==> src/verilog/blank_burst_pkg.sv <==
// Constants, types and register map of the protection blanking and burst select block.
// What this block does
// - A fault or low feedback must persist 20 ms before burst or auto restart.
// - Two blanking variants: fixed 20 ms only, or extendable by an external capacitor.
// - Only overload auto restart uses extension; other paths keep the fixed period.
// - In extendable mode the gate stays blocked at 20 ms until extension completes.
// - After 20 ms, enable the extension counter and close the charge switch.
// - At the upper comparator, count one, open charge and close discharge switch.
// - At the lower comparator, open discharge and close charge switch again.
// - Cycling repeats until the count reaches 256, then completion goes high.
// - With blanking expired and extension complete, wait 30 us, then auto restart.
// - Four burst entry levels: 10, 6.67, 4.38 and 0 percent of maximum power.
// - Each entry level pairs with exit level 20, 13.3, 9.6 or 0 percent.
// - One selection disables burst mode entirely.
// - Burst timer held at zero normally, counts while feedback low, enters after 20 ms.
// - Level chosen by counting feedback cycles in first 1 ms after power-on only.
`default_nettype none
package blank_burst_pkg;
	// ****************************************
	// Timing
	// ****************************************
	localparam int CLK_HZ        = 25_000_000;
	localparam int BLANK_MS      = 20;
	localparam int SPIKE_US      = 30;
	localparam int SEL_WINDOW_MS = 1;
	localparam int BLANK_CYC     = CLK_HZ / 1000 * BLANK_MS;
	localparam int SPIKE_CYC     = CLK_HZ / 1_000_000 * SPIKE_US;
	localparam int SEL_CYC       = CLK_HZ / 1000 * SEL_WINDOW_MS;

	// ****************************************
	// Extension and level selection
	// ****************************************
	localparam int         EXT_CNT_W = 9;
	localparam logic [8:0] EXT_TOTAL = 9'h100;
	localparam int         SEL_CNT_W = 8;
	// Fewer feedback cycles mean a larger select capacitor and a higher entry level.
	localparam logic [7:0] SEL_TH_6P67 = 8'h04;
	localparam logic [7:0] SEL_TH_4P38 = 8'h10;
	localparam logic [7:0] SEL_TH_OFF  = 8'h40;

	// ****************************************
	// Register map
	// ****************************************
	localparam logic [7:0] REG_CTRL       = 8'h00;
	localparam logic [7:0] REG_STATUS     = 8'h04;
	localparam logic [7:0] REG_EXT_COUNT  = 8'h08;
	localparam logic [7:0] REG_SEL_COUNT  = 8'h0C;
	localparam logic [7:0] REG_INT_STATUS = 8'h10;
	localparam logic [7:0] REG_INT_MASK   = 8'h14;
	localparam int CTRL_EXTEND_EN   = 0;
	localparam int CTRL_BURST_ALLOW = 1;
	localparam logic [1:0] CTRL_RESET = 2'h2;
	localparam int ST_BURST  = 8;
	localparam int ST_LEVEL  = 9;
	localparam int ST_VALID  = 11;
	localparam int ST_RESTART = 12;
	localparam int IRQ_W           = 5;
	localparam int IRQ_BURST_ENTER = 0;
	localparam int IRQ_BURST_EXIT  = 1;
	localparam int IRQ_EXT_DONE    = 2;
	localparam int IRQ_RESTART     = 3;
	localparam int IRQ_LEVEL       = 4;

	// ****************************************
	// Types
	// ****************************************
	typedef enum logic [5:0] {
		OVL_IDLE    = 6'h01,
		OVL_BLANK   = 6'h02,
		OVL_CHARGE  = 6'h04,
		OVL_DISCH   = 6'h08,
		OVL_SPIKE   = 6'h10,
		OVL_RESTART = 6'h20
	} ovl_state_t;

	typedef enum logic [2:0] {
		SEL_WAIT = 3'h1,
		SEL_RUN  = 3'h2,
		SEL_DONE = 3'h4
	} sel_state_t;

	typedef enum logic [1:0] {
		LVL_10   = 2'h0,
		LVL_6P67 = 2'h1,
		LVL_4P38 = 2'h2,
		LVL_OFF  = 2'h3
	} burst_level_t;

	typedef struct packed {
		logic ext_upper;
		logic ext_lower;
		logic sel_upper;
		logic sel_lower;
		logic fb_below_entry;
		logic fb_above_exit;
	} cmp_t;

	typedef struct packed {
		logic extension_charge_switch;
		logic extension_discharge_switch;
		logic select_discharge_switch;
	} switch_t;
endpackage
`default_nettype wire

==> src/verilog/input_sync.sv <==
// Two-stage synchroniser for a bundle of comparator levels.
`timescale 1ns/1ps
`default_nettype none
module input_sync #(
	parameter int W = 1
) (
	input  wire logic         clk_i,
	input  wire logic         rst_i,
	input  wire logic [W-1:0] d_i,
	output logic      [W-1:0] q_o
);
	typedef struct packed {
		logic [W-1:0] meta;
		logic [W-1:0] stable;
	} sync_state_t;

	sync_state_t s_r;
	sync_state_t s_nxt;

	always_comb begin
		s_nxt        = s_r;
		s_nxt.meta   = d_i;
		s_nxt.stable = s_r.meta;
	end

	always_ff @(posedge clk_i) begin
		if (rst_i) begin
			s_r <= '0;
		end else begin
			s_r <= s_nxt;
		end
	end

	assign q_o = s_r.stable;
endmodule
`default_nettype wire

==> src/verilog/interval_timer.sv <==
// Saturating interval timer: cleared while idle, done after CYCLES running cycles.
`timescale 1ns/1ps
`default_nettype none
module interval_timer #(
	parameter int CYCLES = 16
) (
	input  wire logic clk_i,
	input  wire logic rst_i,
	input  wire logic run_i,
	output logic      done_o
);
	localparam int CW = $clog2(CYCLES + 1);
	localparam logic [CW-1:0] LAST = CW'(CYCLES - 1);

	typedef struct packed {
		logic [CW-1:0] cnt;
	} timer_state_t;

	timer_state_t s_r;
	timer_state_t s_nxt;

	always_comb begin
		s_nxt = s_r;
		if (!run_i) begin
			s_nxt.cnt = '0;
		end else if (s_r.cnt != LAST) begin
			s_nxt.cnt = s_r.cnt + CW'(1);
		end
	end

	always_ff @(posedge clk_i) begin
		if (rst_i) begin
			s_r <= '0;
		end else begin
			s_r <= s_nxt;
		end
	end

	assign done_o = run_i && (s_r.cnt == LAST);
endmodule
`default_nettype wire

==> src/verilog/protection_blanking_and_burst_select.sv <==
// Blanking, extension cycling, auto restart request and burst level control with Wishbone registers.
`timescale 1ns/1ps
`default_nettype none
module protection_blanking_and_burst_select #(
	parameter int BLANK_CYCLES = blank_burst_pkg::BLANK_CYC,
	parameter int SEL_CYCLES   = blank_burst_pkg::SEL_CYC
) (
	input  wire logic                          clk_i,
	input  wire logic                          rst_i,
	input  wire logic                          wb_cyc_i,
	input  wire logic                          wb_stb_i,
	input  wire logic                          wb_we_i,
	input  wire logic [7:0]                    wb_adr_i,
	input  wire logic [3:0]                    wb_sel_i,
	input  wire logic [31:0]                   wb_dat_i,
	output logic      [31:0]                   wb_dat_o,
	output logic                               wb_ack_o,
	input  wire blank_burst_pkg::cmp_t         cmp_i,
	input  wire logic                          overload_fault_i,
	input  wire logic                          other_fault_i,
	output blank_burst_pkg::switch_t           sw_o,
	output logic                               burst_active_o,
	output blank_burst_pkg::burst_level_t      burst_level_o,
	output logic                               auto_restart_o,
	output logic                               irq_o
);
	import blank_burst_pkg::*;

	// ****************************************
	// State
	// ****************************************
	typedef struct packed {
		ovl_state_t            ovl;
		logic [EXT_CNT_W-1:0]  ext_cnt;
		logic                  ext_chg;
		logic                  ext_dis;
		logic                  ext_done;
		sel_state_t            sel;
		logic [SEL_CNT_W-1:0]  sel_cnt;
		logic                  sel_dis;
		burst_level_t          level;
		logic                  level_valid;
		logic                  burst_act;
		logic                  restart;
		logic [1:0]            ctrl;
		logic [IRQ_W-1:0]      irq_stat;
		logic [IRQ_W-1:0]      irq_mask;
		logic                  irq;
		logic                  wb_ack;
		logic [31:0]           wb_dat;
	} blk_state_t;

	blk_state_t s_r;
	blk_state_t s_nxt;

	function automatic burst_level_t level_from_count(input logic [SEL_CNT_W-1:0] c);
		burst_level_t l;
		if (c >= SEL_TH_OFF) begin
			l = LVL_OFF;
		end else if (c >= SEL_TH_4P38) begin
			l = LVL_4P38;
		end else if (c >= SEL_TH_6P67) begin
			l = LVL_6P67;
		end else begin
			l = LVL_10;
		end
		return l;
	endfunction

	// ****************************************
	// Synchronised comparators and timers
	// ****************************************
	cmp_t cmp_s;
	logic [$bits(cmp_t)-1:0] cmp_raw_s;

	input_sync #(
		.W ($bits(cmp_t))
	) u_cmp_sync (
		.clk_i (clk_i),
		.rst_i (rst_i),
		.d_i   (cmp_i),
		.q_o   (cmp_raw_s)
	);
	assign cmp_s = cmp_t'(cmp_raw_s);

	logic ovl_blank_done;
	logic other_blank_done;
	logic burst_blank_done;
	logic spike_done;
	logic sel_window_done;
	logic burst_run;

	interval_timer #(.CYCLES (BLANK_CYCLES)) u_ovl_blank (
		.clk_i  (clk_i),
		.rst_i  (rst_i),
		.run_i  (s_r.ovl == OVL_BLANK),
		.done_o (ovl_blank_done)
	);
	interval_timer #(.CYCLES (BLANK_CYCLES)) u_other_blank (
		.clk_i  (clk_i),
		.rst_i  (rst_i),
		.run_i  (other_fault_i),
		.done_o (other_blank_done)
	);
	interval_timer #(.CYCLES (BLANK_CYCLES)) u_burst_blank (
		.clk_i  (clk_i),
		.rst_i  (rst_i),
		.run_i  (burst_run),
		.done_o (burst_blank_done)
	);
	interval_timer #(.CYCLES (SPIKE_CYC)) u_spike (
		.clk_i  (clk_i),
		.rst_i  (rst_i),
		.run_i  (s_r.ovl == OVL_SPIKE),
		.done_o (spike_done)
	);
	interval_timer #(.CYCLES (SEL_CYCLES)) u_sel_window (
		.clk_i  (clk_i),
		.rst_i  (rst_i),
		.run_i  (s_r.sel == SEL_RUN),
		.done_o (sel_window_done)
	);

	// The burst timer only runs while entry is possible, so it sits at zero otherwise.
	assign burst_run = cmp_s.fb_below_entry && !s_r.burst_act && s_r.level_valid
		&& (s_r.level != LVL_OFF) && s_r.ctrl[CTRL_BURST_ALLOW];

	// ****************************************
	// Next state
	// ****************************************
	always_comb begin
		logic             acc;
		logic [IRQ_W-1:0] ev;
		logic [7:0]       adr;
		s_nxt = s_r;
		ev    = '0;
		acc   = wb_cyc_i && wb_stb_i && !s_r.wb_ack;
		adr   = {wb_adr_i[7:2], 2'b00};

		// Overload path with optional extension.
		case (s_r.ovl)
			OVL_IDLE: begin
				if (overload_fault_i) begin
					s_nxt.ovl = OVL_BLANK;
				end
			end
			OVL_BLANK: begin
				if (ovl_blank_done) begin
					if (s_r.ctrl[CTRL_EXTEND_EN]) begin
						s_nxt.ovl     = OVL_CHARGE;
						s_nxt.ext_chg = 1'b1;
					end else begin
						s_nxt.ovl = OVL_SPIKE;
					end
				end
			end
			OVL_CHARGE: begin
				if (cmp_s.ext_upper) begin
					s_nxt.ext_cnt = s_r.ext_cnt + EXT_CNT_W'(1);
					s_nxt.ext_chg = 1'b0;
					if (s_r.ext_cnt + EXT_CNT_W'(1) == EXT_TOTAL) begin
						s_nxt.ext_done = 1'b1;
						s_nxt.ovl      = OVL_SPIKE;
						ev[IRQ_EXT_DONE] = 1'b1;
					end else begin
						s_nxt.ext_dis = 1'b1;
						s_nxt.ovl     = OVL_DISCH;
					end
				end
			end
			OVL_DISCH: begin
				if (cmp_s.ext_lower) begin
					s_nxt.ext_dis = 1'b0;
					s_nxt.ext_chg = 1'b1;
					s_nxt.ovl     = OVL_CHARGE;
				end
			end
			OVL_SPIKE: begin
				if (spike_done) begin
					s_nxt.ovl = OVL_RESTART;
					ev[IRQ_RESTART] = 1'b1;
				end
			end
			OVL_RESTART: begin
				s_nxt.ovl = OVL_RESTART;
			end
			default: begin
				s_nxt.ovl = OVL_IDLE;
			end
		endcase
		if (!overload_fault_i) begin
			s_nxt.ovl      = OVL_IDLE;
			s_nxt.ext_cnt  = '0;
			s_nxt.ext_chg  = 1'b0;
			s_nxt.ext_dis  = 1'b0;
			s_nxt.ext_done = 1'b0;
		end
		// Other protections restart after the fixed period only.
		if (other_blank_done && !s_r.restart && (s_r.ovl != OVL_RESTART)) begin
			ev[IRQ_RESTART] = 1'b1;
		end
		s_nxt.restart = (s_nxt.ovl == OVL_RESTART) || other_blank_done;

		// Level selection runs once per power-on reset; restarts do not reset this block.
		case (s_r.sel)
			SEL_WAIT: begin
				if (!other_fault_i) begin
					s_nxt.sel = SEL_RUN;
				end
			end
			SEL_RUN: begin
				if (cmp_s.sel_upper && !s_r.sel_dis) begin
					s_nxt.sel_dis = 1'b1;
					if (s_r.sel_cnt != '1) begin
						s_nxt.sel_cnt = s_r.sel_cnt + SEL_CNT_W'(1);
					end
				end else if (cmp_s.sel_lower && s_r.sel_dis) begin
					s_nxt.sel_dis = 1'b0;
				end
				if (sel_window_done) begin
					s_nxt.sel         = SEL_DONE;
					s_nxt.sel_dis     = 1'b0;
					s_nxt.level       = level_from_count(s_r.sel_cnt);
					s_nxt.level_valid = 1'b1;
					ev[IRQ_LEVEL]     = 1'b1;
				end
			end
			SEL_DONE: begin
				s_nxt.sel = SEL_DONE;
			end
			default: begin
				s_nxt.sel = SEL_WAIT;
			end
		endcase

		// Burst entry and exit.
		if (s_r.burst_act) begin
			if (cmp_s.fb_above_exit || !s_r.ctrl[CTRL_BURST_ALLOW] || (s_r.level == LVL_OFF)) begin
				s_nxt.burst_act = 1'b0;
				ev[IRQ_BURST_EXIT] = 1'b1;
			end
		end else if (burst_blank_done) begin
			s_nxt.burst_act = 1'b1;
			ev[IRQ_BURST_ENTER] = 1'b1;
		end

		// Register bus: registered ack, one wait state, unmapped reads return zero.
		s_nxt.wb_ack = acc;
		if (acc && !wb_we_i) begin
			case (adr)
				REG_CTRL:       s_nxt.wb_dat = {30'h0, s_r.ctrl};
				REG_STATUS:     s_nxt.wb_dat = {19'h0, s_r.restart, s_r.level_valid, s_r.level,
					s_r.burst_act, 2'h0, s_r.ovl};
				REG_EXT_COUNT:  s_nxt.wb_dat = {23'h0, s_r.ext_cnt};
				REG_SEL_COUNT:  s_nxt.wb_dat = {24'h0, s_r.sel_cnt};
				REG_INT_STATUS: s_nxt.wb_dat = {27'h0, s_r.irq_stat};
				REG_INT_MASK:   s_nxt.wb_dat = {27'h0, s_r.irq_mask};
				default:        s_nxt.wb_dat = 32'h0;
			endcase
		end
		if (acc && wb_we_i && wb_sel_i[0]) begin
			case (adr)
				REG_CTRL:       s_nxt.ctrl = wb_dat_i[1:0];
				REG_INT_STATUS: s_nxt.irq_stat = s_r.irq_stat & ~wb_dat_i[IRQ_W-1:0];
				REG_INT_MASK:   s_nxt.irq_mask = wb_dat_i[IRQ_W-1:0];
				default:        s_nxt.wb_dat = s_r.wb_dat;
			endcase
		end
		// A new event in the clearing cycle wins over the clear.
		s_nxt.irq_stat = s_nxt.irq_stat | ev;
		s_nxt.irq      = |(s_nxt.irq_stat & s_nxt.irq_mask);
	end

	always_ff @(posedge clk_i) begin
		if (rst_i) begin
			s_r          <= '0;
			s_r.ovl      <= OVL_IDLE;
			s_r.sel      <= SEL_WAIT;
			s_r.level    <= LVL_10;
			s_r.ctrl     <= CTRL_RESET;
		end else begin
			s_r <= s_nxt;
		end
	end

	// ****************************************
	// Outputs
	// ****************************************
	assign wb_dat_o       = s_r.wb_dat;
	assign wb_ack_o       = s_r.wb_ack;
	assign sw_o           = '{extension_charge_switch: s_r.ext_chg,
		extension_discharge_switch: s_r.ext_dis, select_discharge_switch: s_r.sel_dis};
	assign burst_active_o = s_r.burst_act;
	assign burst_level_o  = s_r.level;
	assign auto_restart_o = s_r.restart;
	assign irq_o          = s_r.irq;
endmodule
`default_nettype wire

==> config.mk <==
export PLATFORM = sky130hd
export DESIGN_NAME = protection_blanking_and_burst_select
export DESIGN_NICKNAME = d
export VERILOG_FILES = /design/src/verilog/blank_burst_pkg.sv /design/src/verilog/input_sync.sv /design/src/verilog/interval_timer.sv /design/src/verilog/protection_blanking_and_burst_select.sv
export SDC_FILE = /design/constraint.sdc
export NUM_CORES = 1
export LEC_CHECK = 0
export ABC_CLOCK_PERIOD_IN_PS = 2200
export BUFFER_PORTS_ARGS = -buffer_cell sky130_fd_sc_hd__buf_2
export CORE_AREA = 2 2 138 140
export CTS_BUF_LIST = sky130_fd_sc_hd__clkbuf_8 sky130_fd_sc_hd__clkbuf_16
export DETAILED_ROUTE_END_ITERATION = 6
export DIE_AREA = 0 0 140 142
export GPL_TIMING_DRIVEN = 0
export HOLD_SLACK_MARGIN = 0.02
export PLACE_DENSITY = 0.57
export SYNTH_ARGS = -nofsm -noshare
export SYNTH_HDL_FRONTEND = slang
export SYNTH_SLANG_ARGS = --single-unit
==> constraint.sdc <==
create_clock -name clk_i -period 2.2 [get_ports clk_i]
set_input_delay 0.44 -clock clk_i [delete_from_list [all_inputs] [get_ports clk_i]]
set_output_delay 0.44 -clock clk_i [all_outputs]
set_load 0.01 [all_outputs]
# Word-level counts from Yosys, hierarchy flattened
# Cells that the tools add are included.
dict set report word_totals {
  regBits 175
  inputBits 57
  elab_cells 178
  out_inout_bits 41
}
dict set report op_classes {
  bitwise_logic 10
  magnitude_cmp 3
  n_mux 47
  reduce_logical 48
  eq_ne 38
  addsub 7
}
# op count
set ops {}
lappend ops {{$mux W32} 3}
lappend ops {{$pmux W13 S6} 1}
lappend ops {{$add A19 B1 Y19 const B} 3}
lappend ops {{$eq A19 B19 Y1 const B} 3}
lappend ops {{$ne A19 B19 Y1 const B} 3}
lappend ops {{$mux W18} 2}
lappend ops {{$pmux W6 S6} 1}
lappend ops {{$mux W1} 22}
lappend ops {{$mux W5} 4}
lappend ops {{$eq A6 B2 Y1 const B} 3}
lappend ops {{$eq A6 B3 Y1 const B} 3}
lappend ops {{$logic_and A1 B1 Y1} 18}
lappend ops {{$mux W6} 3}
lappend ops {{$add A15 B1 Y15 const B} 1}
lappend ops {{$eq A15 B15 Y1 const B} 1}
lappend ops {{$ne A15 B15 Y1 const B} 1}
lappend ops {{$ne A2 B2 Y1 const B} 7}
lappend ops {{$eq A6 B1 Y1 const B} 2}
lappend ops {{$eq A6 B6 Y1 const B} 2}
lappend ops {{$reduce_or A2 Y1} 6}
lappend ops {{$add A10 B1 Y10 const B} 1}
lappend ops {{$and A5 B5 Y5} 2}
lappend ops {{$eq A10 B10 Y1 const B} 1}
lappend ops {{$mux W10} 1}
lappend ops {{other kinds (37)} 59}

# Depth between registers and ports, before layout
dict set report logic_depth {
  word_depth 11
  mapped_depth 8
  ltp_nobuf 8
}

# Hierarchy
# From an unflattened synthesis, not the netlist that was laid out.
dict set report unflattened {
  cells_unflattened 888
  area_unflattened_um2 7754.9
}
# module area_each_um2 seq_area_each_um2 cells_each instances
set by_module_without_submodules {}
lappend by_module_without_submodules {protection_blanking_and_burst_select 3306.9 1221.2 392 1}
lappend by_module_without_submodules {{interval_timer (u_burst_blank ...)} 957.2 380.4 110 3}
lappend by_module_without_submodules {{interval_timer (u_sel_window)} 700.7 300.3 81 1}
lappend by_module_without_submodules {{interval_timer (u_spike)} 509.2 200.2 60 1}
lappend by_module_without_submodules {input_sync 366.6 240.2 25 1}

# Worst setup path before layout
# Ideal clock, no wire load.
dict set report synth_path {
  path_type {input to register}
  start {input port wb_adr_i[3]}
  end {register s_r (netlist bit irq_o)}
  path_stages 6
  setup_ps 134
  path_slack_ps -9
  path_buffers 0
  arrival_time_ps 2076
  required_ps 2066
  cell_sequence {or4_1 -> or4_4 -> a221oi_2 -> nor2_1 -> nor2_1 -> a41oi_1}
}
dict set report synth_between {
  elab_chain_cells 6
  word_cells_on_any_way 8
  classes_between {eq/ne: 2; mux: 3; bitwise: 2; reduce/logical: 1}
}
# element line
set synth_rtl {}
lappend synth_rtl {{from (decl)} protection_blanking_and_burst_select.sv:13} ;# input wire logic [7:0] wb_adr_i,
lappend synth_rtl {{$eq A6 B3 Y1} protection_blanking_and_burst_select.sv:262} ;# case (adr)
lappend synth_rtl {{$mux W5} protection_blanking_and_burst_select.sv:262}
lappend synth_rtl {{$mux W10 (*)} protection_blanking_and_burst_select.sv:261} ;# if (acc && wb_we_i && wb_sel_i[0]) begin
lappend synth_rtl {{$or A5 B5 Y5} protection_blanking_and_burst_select.sv:270} ;# s_nxt.irq_stat = s_nxt.irq_stat | ev;
lappend synth_rtl {{$and A5 B5 Y5 (*)} protection_blanking_and_burst_select.sv:271} ;# s_nxt.irq = |(s_nxt.irq_stat & s_nxt.irq_mask);
lappend synth_rtl {{$reduce_or A5 Y1 (*)} protection_blanking_and_burst_select.sv:271}
lappend synth_rtl {{to (signal assigned)} protection_blanking_and_burst_select.sv:282} ;# s_r <= s_nxt;
lappend synth_rtl {{to (decl)} protection_blanking_and_burst_select.sv:53} ;# blk_state_t s_r;
# Every way passes the cells marked *; elsewhere a longest branch is shown, timed or not.
# A chain may end at the register's enable or synchronous reset.

# Final worst setup path
dict set report layout_path {
  start {register u_other_blank.s_r[0] (netlist name)}
  end {register s_r (netlist bit irq_o)}
}
dict set report layout_between {
  elab_chain_cells 8
}
# element line
set layout_rtl {}
lappend layout_rtl {{from (decl)} interval_timer.sv:19} ;# timer_state_t s_r;
lappend layout_rtl {{from (signal assigned)} interval_timer.sv:35} ;# s_r <= s_nxt;
lappend layout_rtl {{$eq A19 B19 Y1} interval_timer.sv:39} ;# assign done_o = run_i && (s_r.cnt == LAST);
lappend layout_rtl {{$logic_and A1 B1 Y1} interval_timer.sv:39}
lappend layout_rtl {{$logic_and A1 B1 Y1 (2 in a row)} protection_blanking_and_burst_select.sv:199} ;# if (other_blank_done && !s_r.restart && (s_r.ovl != OVL_RESTART)) begin
lappend layout_rtl {{$mux W1} protection_blanking_and_burst_select.sv:199}
lappend layout_rtl {{$or A5 B5 Y5} protection_blanking_and_burst_select.sv:270}
lappend layout_rtl {{$and A5 B5 Y5} protection_blanking_and_burst_select.sv:271}
lappend layout_rtl {{$reduce_or A5 Y1} protection_blanking_and_burst_select.sv:271}
# No other way between the ends.

==> Flow_metrics.wiki <==
{| class="wikitable"
! Metric !! Value
|-
| Effective utilization at floorplan || 39.3%
|-
| Total of hold buffers inserted after clock tree synthesis || 0
|-
| Mean cell area of the mapped netlist || 8.69 um^2
|-
| Total count of max-transition violations in the final report || 0
|-
| Violation count after the first detailed-route iteration || 286
|-
| Worst path arrival time || 2400 ps
|-
| Number of enable flip-flop cells after synthesis || 0
|-
| Average vias per placed instance || 4.93
|-
| Total number of nets in the final design || 991
|-
| Routed wire length per instance || 13.2 um
|-
| Clock transition time at the flip-flop clock pins of the worst setup and hold paths || 70 ps
|-
| Multi-input gate area || 0.00380 mm^2
|-
| Top-Level Pins || 98
|-
| Cells after synthesis || 834
|-
| Path type of the worst setup path || reg2reg
|-
| Leakage power figure || 0.00315 uW
|-
| Power Total || 6000 uW
|-
| Clock sinks || 155
|-
| Antenna viol nets, final || 0
|-
| Failing checks || design-rule violations
|-
| Most instantiated cells after synthesis || 155 x dfxtp_1, 148 x nor2_1, 53 x xor2_1
|-
| Min Tclk post-route || 2060 ps
|-
| Simple-gate portion of the synthesized area || 26.8%
|-
| Number of unique standard cell types used by synthesis || 60
|-
| Vias || 5774
|-
| Via count of the first global-routing pass || 5206
|-
| CTS root buffer || clkbuf_16
|-
| Port-buffer cells || 45
|-
| Synth Area in Adders || 1.73%
|-
| Synthesis-stage register bit count || 155
|-
| Total number of placement rows || 50
|-
| Number of setup violations in the final report || 0
|-
| Number of max-capacitance violations reported || 0
|-
| Area taken by flip-flops and latches || 0.00311 mm^2
|-
| Final hold slack || 216 ps
|-
| Worst-margin pin slew || 603 ps
|-
| Clock latency of the later-clocked register in the worst-skew pair || 430 ps
|-
| Placed instance area || 0.00783 mm^2
|-
| Status || finished, violations left
|-
| Length of the first detailed-routing pass in iterations || 7
|-
| Largest family of logic cells by synthesized area || simple AND/OR/NAND/NOR gates
|-
| Yosys warning total || 0
|-
| Area fraction in compound gates after synthesis || 9.29%
|-
| Number of non-filler instances in the completed layout || 1171
|-
| Number of buffers created by CTS || 17
|-
| Commonest register cell after synthesis || dfxtp_1
|-
| Cell with the most instances after synthesis || dfxtp_1
|-
| Hold WC Path Type || in2reg
|-
| Pin count of the biggest net entering global routing || 17
|-
| Areal power density over the cells || 701 mW/mm^2
|-
| Number of inserted filler cells in the final layout || 1802
|-
| Critical Path End Type || flop
|-
| Summed area of non-filler cells in the final layout || 0.00856 mm^2
|-
| Detail Placement HPWL || 11100 um
|-
| DRC violations left || 1
|-
| Placed insts || 1131
|-
| Clock skew after layout || 9.88 ps
|-
| Core region area || 0.0185 mm^2
|-
| Multiplexer fraction of the synthesized cell area || 2.80%
|-
| ANT cells || 0
|-
| Tcrit/Tclk final || 93.5%
|-
| Xor-xnor portion of the synthesized cell area || 10.2%
|-
| Async set-reset flop share out of synthesis || 0%
|-
| Total Routed Length || 15500 um
|-
| Ratio of cells with drive above 1 in the final layout || 16.2%
|-
| Clock tree from TritonCTS || built
|-
| Overall die height || 142 um
|-
| Worst Path Max Fanout || 5
|-
| Fmax || 486 MHz
|-
| Die footprint || 0.0199 mm^2
|-
| Area Overhead vs Synth || 18.2%
|-
| RePlAce Congestion || 0.796
|-
| Data required time of the critical path || 2540 ps
|-
| Post-synthesis cell type with the largest combined area || dfxtp_1
|-
| Synth area leaders || dfxtp_1 43%, nor2_1 7.7%, xor2_1 6.4%, buf_4 3.9%, xnor2_1 3.7%
|-
| Wire length of the first global-routing pass || 25800 um
|-
| Die Width || 140 um
|-
| Worst rel slew slack || 59.8%
|-
| Total gr overflow || 0
|-
| VDD IR-drop max || 0.000504 V
|-
| Final number of hold-violating endpoints || 0
|-
| Maximum level of the CTS H-tree || 4
|-
| Area of the mapped netlist || 0.00725 mm^2
|-
| Number of antenna violations at the first check in global routing || 0
|-
| Launching element type of the critical path || flop
|-
| Proportion of synthesized chip area in sequential cells || 42.8%
|-
| Setup TNS after final layout || 0 ps
|-
| Maximum clock path buffer count || 2
|-
| Top cell type's share of synthesized area || 42.8%
|-
| GRT Total Usage || 16.0%
|}
==> layout make-up <==
type | instances | share of cell area (%)
Clock inverter | 13 | 1.67
Inverter | 17 | 0.745
Multi-Input combinational cell | 618 | 44.4
Sequential cell | 155 | 36.3
Clock buffer | 19 | 5.29
Timing Repair Buffer | 53 | 3.48
Tap cell | 234 | 3.42
Buffer | 62 | 4.63
==> placed cells by master, fill, tap and decap left out, types with 9 or more instances in the layout <==
cell type	Yosys	layout
a21oi_1	34	34
a22oi_1	12	12
and3_1	17	17
buf_2	3	48
buf_4	38	45
clkbuf_1	19	19
clkbuf_16	0	17
conb_1	1	19
dfxtp_1	155	153
ha_1	10	9
inv_1	16	17
mux2i_1	18	18
nand2_1	50	50
nand3_1	37	36
nand4_1	29	29
nor2_1	148	148
nor2b_1	18	17
nor3_1	17	16
o21ai_0	20	20
or3_1	9	9
xnor2_1	31	31
xor2_1	53	53
==> cell families after synthesis <==
family | count (synthesis)
AO/OA/AOI/OAI | 103
XOR/XNOR | 84
adder cells (fa/ha/maj) | 10
buffers and inverters | 79
flip-flops | 155
multiplexers | 20
other | 1
AND/OR/NAND/NOR | 382
==> where the power goes <==
| group | switching (uW) | internal [uW] | total [uW] |
|---|---|---|---|
| sequential | 20.2 | 2830 | 2850 |
| combinational | 114 | 81.6 | 196 |
| clock | 1220 | 1740 | 2960 |
| total | 1350 | 4650 | 6000 |
==> per-stage QoR <==
stage | util, % | worst slack, ps
after detailed placement | 42.4 | -415
after CTS | 45.9 | 10.3
after global routing | 46.4 | -8.10
after floorplan | - | 25.6
final | 46.4 | 143
after global placement | 42.4 | -399
==> final timing paths <==
check	from	depth (start not counted)	slack (ps)	endpoint
setup reg to reg	u_other_blank.s_r[0]	7	140	irq_o
hold reg to reg	u_cmp_sync.s_nxt[2]	1	440	u_cmp_sync.q_o[2]
setup / recovery	u_other_blank.s_r[0]	7	140	irq_o
hold / removal	cmp_i[2]	2	220	u_cmp_sync.s_nxt[2]
==> sequential cells by signal (all words and copies together) (netlist names) <==
signal             flops
s_r                   39
u_burst_blank.s_r     19
u_other_blank.s_r     19
u_ovl_blank.s_r       19
u_sel_window.s_r      15
wb_dat_o              13
u_spike.s_r           10
u_cmp_sync.q_o         6
u_cmp_sync.s_nxt       6
sw_o                   3
burst_level_o          2
auto_restart_o         1
burst_active_o         1
irq_o                  1
wb_ack_o               1
==> repair_timing <==
action	4_1_cts	5_1_grt
resized for setup	2	12
pin swaps	3	5
gates cloned	0	0
buffers inserted	2	6
endpoints found under the setup margin	13	19
==> per-layer routing <==
layer	track usage [%]	wire, um
met4	5.48	102
met2	25.8	7080
met1	21.7	7890
met5	0	0
met3	3.10	437
==> critical path: stages, from the launching register on <==
cell and delay, ps:
dfxtp_4 370, ha_4 140, nand4_1 200, nor2_1 150, nand4_1 160, or4b_4 560
a31o_2 260, a41oi_1 140
Power figures use the tool's default switching activity.
